**config.mk**
```make
export PLATFORM = sky130hd
export DESIGN_NAME = pcg_top
export DESIGN_NICKNAME = d
export VERILOG_FILES = /design/src/hdl/pcg_pkg.sv /design/src/hdl/pcg_gate_if.sv /design/src/hdl/pcg_gate_cell.sv /design/src/hdl/pcg_gate_bank.sv /design/src/hdl/pcg_top.sv
export SDC_FILE = /design/constraint.sdc
export NUM_CORES = 1
export LEC_CHECK = 0
export ABC_AREA = 1
export ABC_CLOCK_PERIOD_IN_PS = 1400
export BUFFER_PORTS_ARGS = -buffer_cell sky130_fd_sc_hd__buf_2
export CAP_MARGIN = 10
export CORE_ASPECT_RATIO = 0.75
export CORE_MARGIN = 2
export CORE_UTILIZATION = 48
export DETAILED_ROUTE_END_ITERATION = 12
export MAX_ROUTING_LAYER = met4
export PLACE_DENSITY = 0.76
export SYNTH_ARGS = -nofsm -noshare
export SYNTH_HDL_FRONTEND = slang
export SYNTH_HIERARCHICAL = 1
export SYNTH_SLANG_ARGS = --single-unit
```
**constraint.sdc**
```tcl
create_clock -name clk -period 1.4 [get_ports clk]
set_input_delay 0.14 -clock clk [delete_from_list [all_inputs] [get_ports clk]]
set_output_delay 0.14 -clock clk [all_outputs]
set_load 0.005 [all_outputs]
```
**src/hdl/pcg_pkg.sv**
```systemverilog
// Constants, register map and state types for the peripheral clock gating block.
// Assumes a single 100 MHz bus clock and a 32-bit AXI4-Lite register port.
package pcg_pkg;
  localparam int ADDR_W = 8;
  localparam int DATA_W = 32;
  // ==========================================================
  // Register offsets (byte addresses)
  localparam logic [ADDR_W-1:0] GATE_CTRL_OFF = 8'h14;
  localparam logic [ADDR_W-1:0] GATE_SET_OFF = 8'h40;
  localparam logic [ADDR_W-1:0] GATE_CLR_OFF = 8'h44;
  localparam logic [ADDR_W-1:0] GATE_STAT_OFF = 8'h48;
  // ==========================================================
  // Field positions of the gate control register
  localparam int COMP_B_BIT = 31;
  localparam int COMP_A_BIT = 30;
  localparam int CONV_BIT = 29;
  localparam int EXT_IRQ_BIT = 27;
  localparam int KEYPAD_B_BIT = 25;
  localparam int KEYPAD_A_BIT = 24;
  localparam int SERIAL_C_BIT = 22;
  localparam int SERIAL_B_BIT = 21;
  localparam int SERIAL_A_BIT = 20;
  localparam int SYNC_B_BIT = 19;
  localparam int SYNC_A_BIT = 18;
  localparam int TWO_WIRE_B_BIT = 17;
  localparam int TWO_WIRE_A_BIT = 16;
  localparam int CAN_BIT = 15;
  localparam int DEBUG_BIT = 13;
  localparam int FLASH_BIT = 12;
  // Implemented gate bits; every other position is reserved and reads zero
  localparam logic [DATA_W-1:0] GATE_MASK = 32'hEB7F_B000;
  // Flash and debugger clocked out of reset so the system can run
  localparam logic [DATA_W-1:0] GATE_CTRL_RST = 32'h0000_3000;
  // ==========================================================
  // Bus responses
  localparam logic [1:0] RESP_OKAY = 2'h0;
  localparam logic [1:0] RESP_SLVERR = 2'h2;
  localparam logic [1:0] RESP_DECERR = 2'h3;
  // ==========================================================
  // State types
  typedef struct packed {
    logic [ADDR_W-1:0] awAddr;
    logic awHeld;
    logic [DATA_W-1:0] wData;
    logic [3:0] wStrb;
    logic wHeld;
    logic bValid;
    logic [1:0] bResp;
    logic rValid;
    logic [DATA_W-1:0] rData;
    logic [1:0] rResp;
    logic [DATA_W-1:0] gateCtrl;
  } pcg_state_t;
  localparam pcg_state_t STATE_RST = '{gateCtrl: GATE_CTRL_RST, default: '0};
  typedef struct packed {
    logic enLow;
  } pcg_cell_t;
endpackage

```
**src/hdl/pcg_gate_if.sv**
```systemverilog
// Carrier between the register logic and the clock gate bank.
// Assumes both sides sit on the same bus clock.
`timescale 1ns/1ns
`default_nettype none
interface pcg_gate_if;
  logic [31:0] gateEn;
  logic [31:0] gateOn;
  logic [31:0] gatedClk;
  modport ctrl (output gateEn, input gateOn, input gatedClk);
  modport bank (input gateEn, output gateOn, output gatedClk);
endinterface
`default_nettype wire

```
**src/hdl/pcg_gate_cell.sv**
```systemverilog
// One glitch-free clock gate: enable retimed on the falling edge, then ANDed.
// Assumes en comes from logic on the rising edge of the same clock.
`timescale 1ns/1ns
`default_nettype none
module pcg_gate_cell (
  input wire logic clk,
  input wire logic nrst,
  input wire logic en,
  output logic gatedClk,
  output logic enApplied
);
  pcg_pkg::pcg_cell_t cell_reg;
  pcg_pkg::pcg_cell_t cell_next;

  always_comb begin
    cell_next = cell_reg;
    cell_next.enLow = en;
  end

  // Enable only changes while clk is low, so no pulse is ever cut short
  always_ff @(negedge clk) begin
    if (!nrst) begin
      cell_reg <= '0;
    end else begin
      cell_reg <= cell_next;
    end
  end

  assign gatedClk = clk & cell_reg.enLow;
  assign enApplied = cell_reg.enLow;
endmodule // pcg_gate_cell
`default_nettype wire

```
**src/hdl/pcg_gate_bank.sv**
```systemverilog
// Bank of clock gates, one per implemented enable bit.
// Assumes the mask marks which bit positions drive a peripheral.
`timescale 1ns/1ns
`default_nettype none
module pcg_gate_bank #(
  parameter logic [31:0] MASK = pcg_pkg::GATE_MASK
) (
  input wire logic clk,
  input wire logic nrst,
  pcg_gate_if.bank gate
);
  genvar i;
  generate
    for (i = 0; i < 32; i++) begin : g_gate
      if (MASK[i]) begin : g_on
        pcg_gate_cell u_cell (
          .clk(clk),
          .nrst(nrst),
          .en(gate.gateEn[i]),
          .gatedClk(gate.gatedClk[i]),
          .enApplied(gate.gateOn[i])
        );
      end else begin : g_off
        // Reserved positions carry no clock at all
        assign gate.gatedClk[i] = 1'b0;
        assign gate.gateOn[i] = 1'b0;
      end
    end
  endgenerate
endmodule // pcg_gate_bank
`default_nettype wire

```
**src/hdl/pcg_top.sv**
```systemverilog
// Peripheral clock gating: AXI4-Lite register port and gated bus clocks.
// Assumes a single bus clock; gated clocks feed peripherals on that clock.
//
// Design decision made here: the AXI4-Lite interface to the registers.
`timescale 1ns/1ns
`default_nettype none
// Contract
// - bit 31 gates second comparator clock
// - bit 30 gates first comparator clock
// - bit 29 gates converter clock
// - reserved bits read zero, ignore writes
// - bit 27 gates external interrupt clock
// - bit 25 gates second keypad clock
// - bit 24 gates first keypad clock
// - bit 22 gates third serial port
// - bit 21 gates second serial port
// - bit 20 gates first serial port
// - bit 19 gates second synchronous serial
// - bit 18 gates first synchronous serial
// - bit 17 gates second two-wire bus
// - bit 16 gates first two-wire bus
// - bit 15 gates network controller clock
// - bit 13 gates debugger clock
// - bit 12 controls flash clock gate
// - flash clock on when set, off cleared
module pcg_top (
  input wire logic clk,
  input wire logic nrst,
  input wire logic [pcg_pkg::ADDR_W-1:0] s_axi_awaddr,
  input wire logic s_axi_awvalid,
  output logic s_axi_awready,
  input wire logic [31:0] s_axi_wdata,
  input wire logic [3:0] s_axi_wstrb,
  input wire logic s_axi_wvalid,
  output logic s_axi_wready,
  output logic [1:0] s_axi_bresp,
  output logic s_axi_bvalid,
  input wire logic s_axi_bready,
  input wire logic [pcg_pkg::ADDR_W-1:0] s_axi_araddr,
  input wire logic s_axi_arvalid,
  output logic s_axi_arready,
  output logic [31:0] s_axi_rdata,
  output logic [1:0] s_axi_rresp,
  output logic s_axi_rvalid,
  input wire logic s_axi_rready,
  output logic comparatorBClk,
  output logic comparatorAClk,
  output logic converterClk,
  output logic extIrqClk,
  output logic keypadBClk,
  output logic keypadAClk,
  output logic serialCClk,
  output logic serialBClk,
  output logic serialAClk,
  output logic syncSerialBClk,
  output logic syncSerialAClk,
  output logic twoWireBClk,
  output logic twoWireAClk,
  output logic canClk,
  output logic debugClk,
  output logic flashClk
);
  // ==========================================================
  // State
  pcg_pkg::pcg_state_t st_reg;
  pcg_pkg::pcg_state_t st_next;

  logic awFire;
  logic wFire;
  logic arFire;
  logic haveAw;
  logic haveW;
  logic [pcg_pkg::ADDR_W-1:0] wrAddr;
  logic [31:0] wrData;
  logic [3:0] wrStrb;
  logic [31:0] laneMask;
  logic [31:0] merged;

  pcg_gate_if gate ();

  // ==========================================================
  // Bus handshakes
  // One write and one read in flight; a channel reopens once its answer is taken
  assign s_axi_awready = !st_reg.awHeld && !st_reg.bValid;
  assign s_axi_wready = !st_reg.wHeld && !st_reg.bValid;
  assign s_axi_arready = !st_reg.rValid;
  assign awFire = s_axi_awvalid && s_axi_awready;
  assign wFire = s_axi_wvalid && s_axi_wready;
  assign arFire = s_axi_arvalid && s_axi_arready;

  // Address and data may arrive in either order; the held copy wins
  assign haveAw = st_reg.awHeld || awFire;
  assign haveW = st_reg.wHeld || wFire;
  assign wrAddr = st_reg.awHeld ? st_reg.awAddr : s_axi_awaddr;
  assign wrData = st_reg.wHeld ? st_reg.wData : s_axi_wdata;
  assign wrStrb = st_reg.wHeld ? st_reg.wStrb : s_axi_wstrb;

  genvar lane;
  generate
    for (lane = 0; lane < 4; lane++) begin : g_lane
      assign laneMask[8*lane +: 8] = {8{wrStrb[lane]}};
    end
  endgenerate

  // Lanes without a strobe keep their old contents
  assign merged = (wrData & laneMask) | (st_reg.gateCtrl & ~laneMask);

  // ==========================================================
  // Next state
  always_comb begin
    st_next = st_reg;
    if (st_reg.bValid && s_axi_bready) begin
      st_next.bValid = 1'b0;
    end
    if (awFire) begin
      st_next.awAddr = s_axi_awaddr;
      st_next.awHeld = 1'b1;
    end
    if (wFire) begin
      st_next.wData = s_axi_wdata;
      st_next.wStrb = s_axi_wstrb;
      st_next.wHeld = 1'b1;
    end
    // Commit as soon as both halves are present, in the cycle the last arrives
    if (haveAw && haveW) begin
      st_next.awHeld = 1'b0;
      st_next.wHeld = 1'b0;
      st_next.bValid = 1'b1;
      st_next.bResp = pcg_pkg::RESP_OKAY;
      unique case (wrAddr[pcg_pkg::ADDR_W-1:2])
        pcg_pkg::GATE_CTRL_OFF[pcg_pkg::ADDR_W-1:2]: begin
          st_next.gateCtrl = merged & pcg_pkg::GATE_MASK;
        end
        // Set and clear aliases spare software a read-modify-write race
        pcg_pkg::GATE_SET_OFF[pcg_pkg::ADDR_W-1:2]: begin
          st_next.gateCtrl = st_reg.gateCtrl | (wrData & laneMask & pcg_pkg::GATE_MASK);
        end
        pcg_pkg::GATE_CLR_OFF[pcg_pkg::ADDR_W-1:2]: begin
          st_next.gateCtrl = st_reg.gateCtrl & ~(wrData & laneMask & pcg_pkg::GATE_MASK);
        end
        pcg_pkg::GATE_STAT_OFF[pcg_pkg::ADDR_W-1:2]: begin
          st_next.bResp = pcg_pkg::RESP_SLVERR;
        end
        default: begin
          st_next.bResp = pcg_pkg::RESP_DECERR;
        end
      endcase
    end
    if (st_reg.rValid && s_axi_rready) begin
      st_next.rValid = 1'b0;
    end
    if (arFire) begin
      st_next.rValid = 1'b1;
      st_next.rResp = pcg_pkg::RESP_OKAY;
      unique case (s_axi_araddr[pcg_pkg::ADDR_W-1:2])
        pcg_pkg::GATE_CTRL_OFF[pcg_pkg::ADDR_W-1:2],
        pcg_pkg::GATE_SET_OFF[pcg_pkg::ADDR_W-1:2],
        pcg_pkg::GATE_CLR_OFF[pcg_pkg::ADDR_W-1:2]: begin
          st_next.rData = st_reg.gateCtrl & pcg_pkg::GATE_MASK;
        end
        // Shows the enables the gates have actually taken up
        pcg_pkg::GATE_STAT_OFF[pcg_pkg::ADDR_W-1:2]: begin
          st_next.rData = gate.gateOn & pcg_pkg::GATE_MASK;
        end
        default: begin
          st_next.rData = 32'h0000_0000;
          st_next.rResp = pcg_pkg::RESP_DECERR;
        end
      endcase
    end
  end

  always_ff @(posedge clk) begin
    if (!nrst) begin
      st_reg <= pcg_pkg::STATE_RST;
    end else begin
      st_reg <= st_next;
    end
  end

  // ==========================================================
  // Answers
  assign s_axi_bvalid = st_reg.bValid;
  assign s_axi_bresp = st_reg.bResp;
  assign s_axi_rvalid = st_reg.rValid;
  assign s_axi_rdata = st_reg.rData;
  assign s_axi_rresp = st_reg.rResp;

  // ==========================================================
  // Clock gates
  assign gate.gateEn = st_reg.gateCtrl;

  pcg_gate_bank #(
    .MASK(pcg_pkg::GATE_MASK)
  ) u_bank (
    .clk(clk),
    .nrst(nrst),
    .gate(gate.bank)
  );

  assign comparatorBClk = gate.gatedClk[pcg_pkg::COMP_B_BIT];
  assign comparatorAClk = gate.gatedClk[pcg_pkg::COMP_A_BIT];
  assign converterClk = gate.gatedClk[pcg_pkg::CONV_BIT];
  assign extIrqClk = gate.gatedClk[pcg_pkg::EXT_IRQ_BIT];
  assign keypadBClk = gate.gatedClk[pcg_pkg::KEYPAD_B_BIT];
  assign keypadAClk = gate.gatedClk[pcg_pkg::KEYPAD_A_BIT];
  assign serialCClk = gate.gatedClk[pcg_pkg::SERIAL_C_BIT];
  assign serialBClk = gate.gatedClk[pcg_pkg::SERIAL_B_BIT];
  assign serialAClk = gate.gatedClk[pcg_pkg::SERIAL_A_BIT];
  assign syncSerialBClk = gate.gatedClk[pcg_pkg::SYNC_B_BIT];
  assign syncSerialAClk = gate.gatedClk[pcg_pkg::SYNC_A_BIT];
  assign twoWireBClk = gate.gatedClk[pcg_pkg::TWO_WIRE_B_BIT];
  assign twoWireAClk = gate.gatedClk[pcg_pkg::TWO_WIRE_A_BIT];
  assign canClk = gate.gatedClk[pcg_pkg::CAN_BIT];
  assign debugClk = gate.gatedClk[pcg_pkg::DEBUG_BIT];
  // Flash runs from reset so code fetch does not stall until software clears bit 12
  assign flashClk = gate.gatedClk[pcg_pkg::FLASH_BIT];
endmodule // pcg_top
`default_nettype wire

```
# Yosys cells after proc, flatten, opt, wreduce, memory -nomap -nowiden
# Cells that the tools add are included.
# totals
ff_bits,132
# classes
muxes,11
n_eq_ne,8
reduce_logical,22
n_bitwise,24
# op_table
cell,n
$and A32 B32 Y32,3
$pmux W32 S3,1
$not A32 Y32,2
$or A32 B32 Y32,2
$pmux W32 S2,1
$eq A6 B5 Y1 const B,6
$mux W35,1
$mux W32,1
$and A1 B1 Y1,16
$eq A6 B3 Y1 const B,2
$logic_and A1 B1 Y1,8
$mux W8,1
$reduce_or A3 Y1,2
$logic_not A1 Y1,4
$mux W4,1
$pmux W2 S2,1
$reduce_bool A2 Y1,2
$reduce_or A4 Y1,1
$mux W3,1
$reduce_bool A3 Y1,1
$logic_or A1 B1 Y1,2
$mux W1,2
$mux W2,1
$reduce_and A2 Y1,1
2 further kinds,2

# Longest topological paths before layout
# Gate-level depths: netlist of the first run.
# logic_depth
ltp_word,6
mapped_depth,12

# Modules after synthesis
# The synthesis of the first run kept the hierarchy.
# modules_own_cells
module,area_each_um2,cells_each,instances,seq_area_each_um2
pcg_top,3721.1,572,1,1281.2
pcg_gate_cell,38.8,6,16,20.0
pcg_gate_bank,244.0,33,1,0.0

==> impl_results.md, run 1 <==
- CTS tree: done
- RSZ-0062 raised after global routing: true
- Final Hold Vio Count: 0
- Layout cell share with drive strength beyond 1: 0.3970
- Die area: 9830 sq um
- Critical path type: reg -> out
- Die Span X: around 110 um
- Routed length per instance: between 15 and 20 um
- I/O pin count: 116
- Vias in the first global route: roughly 4,600
- Cell Area, Placed: ~4800 sq um
- Leakage: around 3.5 nW
- Drt initial violations: 479
- Routed wire length: 15,360 um
- HPWL after detailed placement: roughly 7300 um
- Clk_skew: between 0.09 and 0.1 ns
- Arrival time at the worst endpoint: 1.86 ns
- CP Max Fanout: 2
- Ant diodes: 0
- FF-to-FF setup slack: -0.37 ns
- Clock latency at the later pin of the worst-skew pair: between 0.5 and 0.6 ns
- Crit end category: output port
- Row cnt: 30
- DR vias: 5,025
- Synth warn: 6
- Pwr dens: approximately 1400 nW/um^2
- Setup-failing EPs final: 70
- Mapped cell area: about 4300 sq um
- Post-Layout Inst Area: ~6600 sq um
- DRT antenna net count: 0
- Reg-to-reg critical path startpoint: st_reg[107]$_SDFFE_PP0P_
- Initial Util: 0.4860
- Setup ws final: -0.5986 ns
- Slew Viols, Final: 0
- Final Util: 0.7359
- Global-route wire length before repair: just over 20,000 um
- Crit path from: u_bank/g_gate[31].g_on.u_cell/enApplied$_SDFF_NN0_
- Max_cap viols: 0
- DP Worst Slack: -0.2705 ns
- Initial DRT Pass Iterations: 7
- R2R cell count: 11
- Run status: finished with violations
- Placed Instances: 840
- Final routed DRC violation total: 0
- Crit start category: flip-flop
- Failing checks: setup timing
- Tot GR Track Use: 0.2732
- Core region area: just under 9000 sq um
- Final hold slack: 0.02750 ns
- Grt ovf: 0
- Syn Inst Count: 668
- VDD IR max: 0.8924 mV
- End point of the critical path: comparatorBClk
- Setup TNS: -15.84 ns
- Syn_area_per_cell: about 6.5 sq um
- Largest net degree at the start of global routing: 34
- Critical Path RT: approximately 1.3 ns
- Initial antenna violation count: 0
- Via/cell ratio: between 5 and 6
- P&R area growth vs syn: 51.41%
- Die Ht: about 86 um
- RD Place Congestion: 0.9408
- Clock-pin slew on the worst setup and hold paths: around 0.060 ns
- Worst Hold Class: in -> reg
- Nets: 860
- # port buffers: 78
- Fin cells: 918
- Final total power: roughly 9.4 mW
-- placed cells by master (no fill, tap or decap), drive strengths merged --
cell type	n
nand3b	1
or2	1
nand2	178
nand4	2
clkbuf	20
nor2	47
dfxtp	80
a21oi	29
o21ai	49
buf	135
dlygate4sd3	22
conb	16
clkinvlp	1
inv	136
nand3	70
clkinv	2
o21a	1
bufinv	2
o211ai	14
-- timing repair --
item,CTS,global route
buffers inserted,14,16
pin swaps,37,46
gates cloned,4,0
endpoints found under the hold margin,22,0
setup endpoints to repair,67,68
hold buffers,22,0
gates resized for setup,92,112
-- critical path: stages, from the launching register on --
cell and delay, ns:
dfxtp_2 0.32, buf_6 0.11, nand2_4 0.05, inv_2 0.03, buf_6 0.10
-- layout make-up --
class / instances / area (sq um)
clock inverters: 37 / 203.9
clock buffers: 35 / 545.5
repair buffers: 142 / 1116
multi-input cells: 408 / 2530
well taps: 112 / 140.1
flip-flops and latches: 80 / 1634
inverters: 104 / 404.1
fillers: 607 / 2360
-- worst min path at each step --
stage / startpoint / endpoint / slack [ns] / depth (start not counted)
CTS: s_axi_awaddr[2] / st_reg[110]$_SDFFE_PN0P_ / 0.02 / 3
finish: s_axi_arvalid / s_axi_rdata[12]$_SDFFE_PN0P_ / 0.03 / 4
detailed placement: clk / canClk / 0.30 / 3
floorplan: clk / canClk / 0.22 / 2
global placement: clk / canClk / 0.30 / 3
global route: s_axi_arvalid / s_axi_rdata[12]$_SDFFE_PN0P_ / 0.05 / 4
-- report_power, final --
group / internal, mW / switching, mW
sequential: 2.50 / 0.170
combinational: 0.923 / 1.40
clock: 2.77 / 1.66
total: 6.20 / 3.23
-- layer usage --
layer / up-vias / part of all wire / track usage
li1: 2265 / - / -
met1: 2330 / 0.37 / 0.2949
met2: 346 / 0.48 / 0.4469
met3: 84 / 0.10 / 0.09790
met4: 0 / 0.049 / 0.1419
met5: - / 0 / -
No activity file was read; power rests on OpenSTA's default activity.
==> inputs of run 2 (changes only) <==
--- a/config.mk
+++ b/config.mk
@@ -13,6 +13,7 @@
 export CORE_MARGIN = 2
 export CORE_UTILIZATION = 48
 export DETAILED_ROUTE_END_ITERATION = 12
+export GPL_TIMING_DRIVEN = 0
 export MAX_ROUTING_LAYER = met4
 export PLACE_DENSITY = 0.76
 export SYNTH_ARGS = -nofsm -noshare
==> run 2 against run 1 <==
Net effect:
- the flow still finishes with violations (setup timing)
- register-to-register slack better by 0.07 ns
- total power fell by 0.35%
- clock skew rose by 0.0052 ns
- combinational power fell by 7%
- core utilization grew 1.2 points
- clock-buffer cell count up 2
- global-route usage up 0.33 points
- sequential cell count is the same
- largest cell class unchanged
==> impl_results.md, run 2 (synthesized netlist as in run 1, its figures left out) <==
- Setup ws final: -0.5281 ns (was -0.5986 ns)
- Via/cell ratio: 5.294 (was 5.474)
- Routed wire length: 14,840 um (was 15,360 um)
- HPWL after detailed placement: 8023 um (was 7296 um)
- FF-to-FF setup slack: -0.30 ns (was -0.37 ns)
- Worst Hold Class: in -> reg (unchanged)
- Core region area: 8934 sq um (unchanged)
- Row cnt: 30 (unchanged)
- Net Switching: 3.041 mW (was 3.227 mW)
- Die Ht: 86.37 um (unchanged)
- P_int: 6.349 mW (was 6.196 mW)
- M1 WL: 5622 um (was 5708 um)
- I/O pin count: 116 (unchanged)
- Hold wc startpoint: s_axi_rready (was s_axi_arvalid)
- Commonest non-fill, non-tap cell in the layout: inv_1 (unchanged)
- Met2 wire length: 7211 um (was 7346 um)
- Run status: finished with violations (unchanged)
- DR vias: 5,056 (was 5,025)
- Crit end category: output port (unchanged)
- CTS tree: done (unchanged)
- Failing checks: setup timing (unchanged)
- R2R cell count: 11 (unchanged)
- Most frequent cells in the layout: inv_1, nand2_1, buf_2 (unchanged)
- Final Hold Vio Count: 0 (unchanged)
- Slew Viols, Final: 0 (unchanged)
- Clk_skew: 0.09778 ns (was 0.09253 ns)
- RD Place Congestion: 0.8625 (was 0.9408)
- Critical Path RT: 1.26 ns (about the same)
- Clock share of power: 0.488 (was 0.470)
- Sw Ratio: 0.3239 (was 0.3425)
- Crit start category: flip-flop (unchanged)
- CP Max Fanout: 2 (unchanged)
- # port buffers: 78 (unchanged)
- Nets: 897 (was 860)
- Worst Hold Endpoint: s_axi_rvalid$_SDFFE_PN0P_ (was s_axi_rdata[12]$_SDFFE_PN0P_)
- Routed length per instance: 15.54 um (was 16.74 um)
- Slew of the pin with the lowest slew margin: ~0.73 ns
- Slew margin rel.: 0.5116
- Die area: 9830 sq um (unchanged)
- Ant diodes: 0 (unchanged)
- Clock-pin slew on the worst setup and hold paths: 0.06 ns (about the same)
- Tot GR Track Use: 0.2765 (was 0.2732)
- Initial antenna violation count: 0 (unchanged)
- Final total power: 9.390 mW (was 9.423 mW)
- Initial Util: 0.4860 (unchanged)
- Combinational power share: 0.229 (was 0.247)
- Drt initial violations: 376 (was 479)
- Vias in the first global route: 4,784 (was 4,576)
- Arrival time at the worst endpoint: 1.79 ns (was 1.86 ns)
- Top layer in use: met4 (unchanged)
- VDD IR max: 0.8324 mV (was 0.8924 mV)
- Global-route wire length before repair: 20,970 um (was 20,420 um)
- Pwr dens: 1405 nW/um^2 (was 1433 nW/um^2)
- RSZ-0062 raised after global routing: true (unchanged)
- Max_cap viols: 0 (unchanged)
- Final Util: 0.7479 (was 0.7359)
- Final routed DRC violation total: 0 (unchanged)
- Hold depth: 3 (was 4)
- DRT antenna net count: 0 (unchanged)
- Setup-failing EPs final: 66 (was 70)
- Placed Instances: 873 (was 840)
- Leakage: 3.671 nW (was 3.503 nW)
- Clock latency at the later pin of the worst-skew pair: 0.56 ns (about the same)
- Final hold slack: 0.01057 ns (was 0.02750 ns)
- Critical path type: reg -> out (unchanged)
- Initial DRT Pass Iterations: 6 (was 7)
- WL met3: 1384 um (was 1552 um)
- P&R area growth vs syn: 53.89% (was 51.41%)
- Reg-to-reg critical path startpoint: st_reg[107]$_SDFFE_PP0P_ (unchanged)
- Fin cells: 955 (was 918)
- Largest net degree at the start of global routing: 21 (was 34)
- Die Span X: 113.8 um (unchanged)
- Reg power frac: 0.284 (about the same)
- Grt ovf: 0 (unchanged)
- Layout cell share with drive strength beyond 1: 0.4057 (was 0.3970)
## run 2: changes by cell type in the layout (fill, tap and decap cells not counted), moves of 7 or more
| cell | before | now |
|---|---|---|
| clkbuf_1 | 0 | 11 |
| nand3_4 | 13 | 6 |
| buf_4 | 32 | 48 |
| nand2_2 | 39 | 46 |
| nand3_1 | 20 | 32 |
| nand3_2 | 37 | 30 |
## run 2: repair_timing
item                       in CTS  in global routing
hold buffers                   22                  0
resized for setup             101                106
gates cloned                    4                  0
setup endpoints to repair      72                 82
pin swaps                      32                 52
buffers inserted               14                 22
hold endpoints to repair       22                  0
## run 2: power groups by stage
stage	Combinational [mW]	Sequential (mW)	Clock, mW
3_3_place_gp	1.41	2.65	0.205
4_1_cts	1.72	2.64	4.46
3_5_place_dp	1.46	2.67	0.205
2_1_floorplan	1.08	2.63	0.177
6_report	2.15	2.66	4.58
5_1_grt	2.31	2.68	4.76
## run 2: area by class of cell
type                       count  area (sq um)
fill                         609          2252
multi-input combinational    405          2370
timing repair buffer         120         928.4
sequential                    80          1633
clock buffer                  37         560.5
inverter                     104         400.4
clock inverter                35         210.2
buffer                        62         439.2
tap                          112         140.1
## run 2: worst max-delay path, cell delays in order, from the launching register on
cell and delay, ns:
dfxtp_2 0.33, nand2_1 0.05, inv_1 0.05, buf_2 0.11
## run 2: per-stage QoR
step,instance area (sq um),setup slack [ns],TNS (ns)
after floorplan,4433,-0.03768,-0.2489
after global placement,4964,-0.2366,-5.612
after detailed placement,4964,-0.3020,-7.271
after CTS,6208,-0.5081,-11.82
after global routing,6681,-0.5741,-18.82
final,6681,-0.5281,-15.55
## run 2: how the worst max path moves through the flow
stage,from,to,slack [ns],cells past startpoint
5_1_grt,u_bank/g_gate[18].g_on.u_cell/enApplied$_SDFF_NN0_,syncSerialAClk,-0.57,3
3_5_place_dp,nrst,s_axi_rdata[16]$_SDFFE_PN0P_,-0.30,5
3_3_place_gp,nrst,s_axi_rdata[27]$_SDFFE_PN0P_,-0.24,5
2_1_floorplan,st_reg[107]$_SDFFE_PP0P_,flip-flop,-0.04,12
4_1_cts,u_bank/g_gate[13].g_on.u_cell/enApplied$_SDFF_NN0_,debugClk,-0.51,3
6_report,u_bank/g_gate[18].g_on.u_cell/enApplied$_SDFF_NN0_,syncSerialAClk,-0.53,3
## run 2: layer usage
metal	track usage	vias up
li1	-	2327
met1	0.2954	2348
met2	0.4627	308
met3	0.1098	73
met4	0.1131	0
met5	-	-
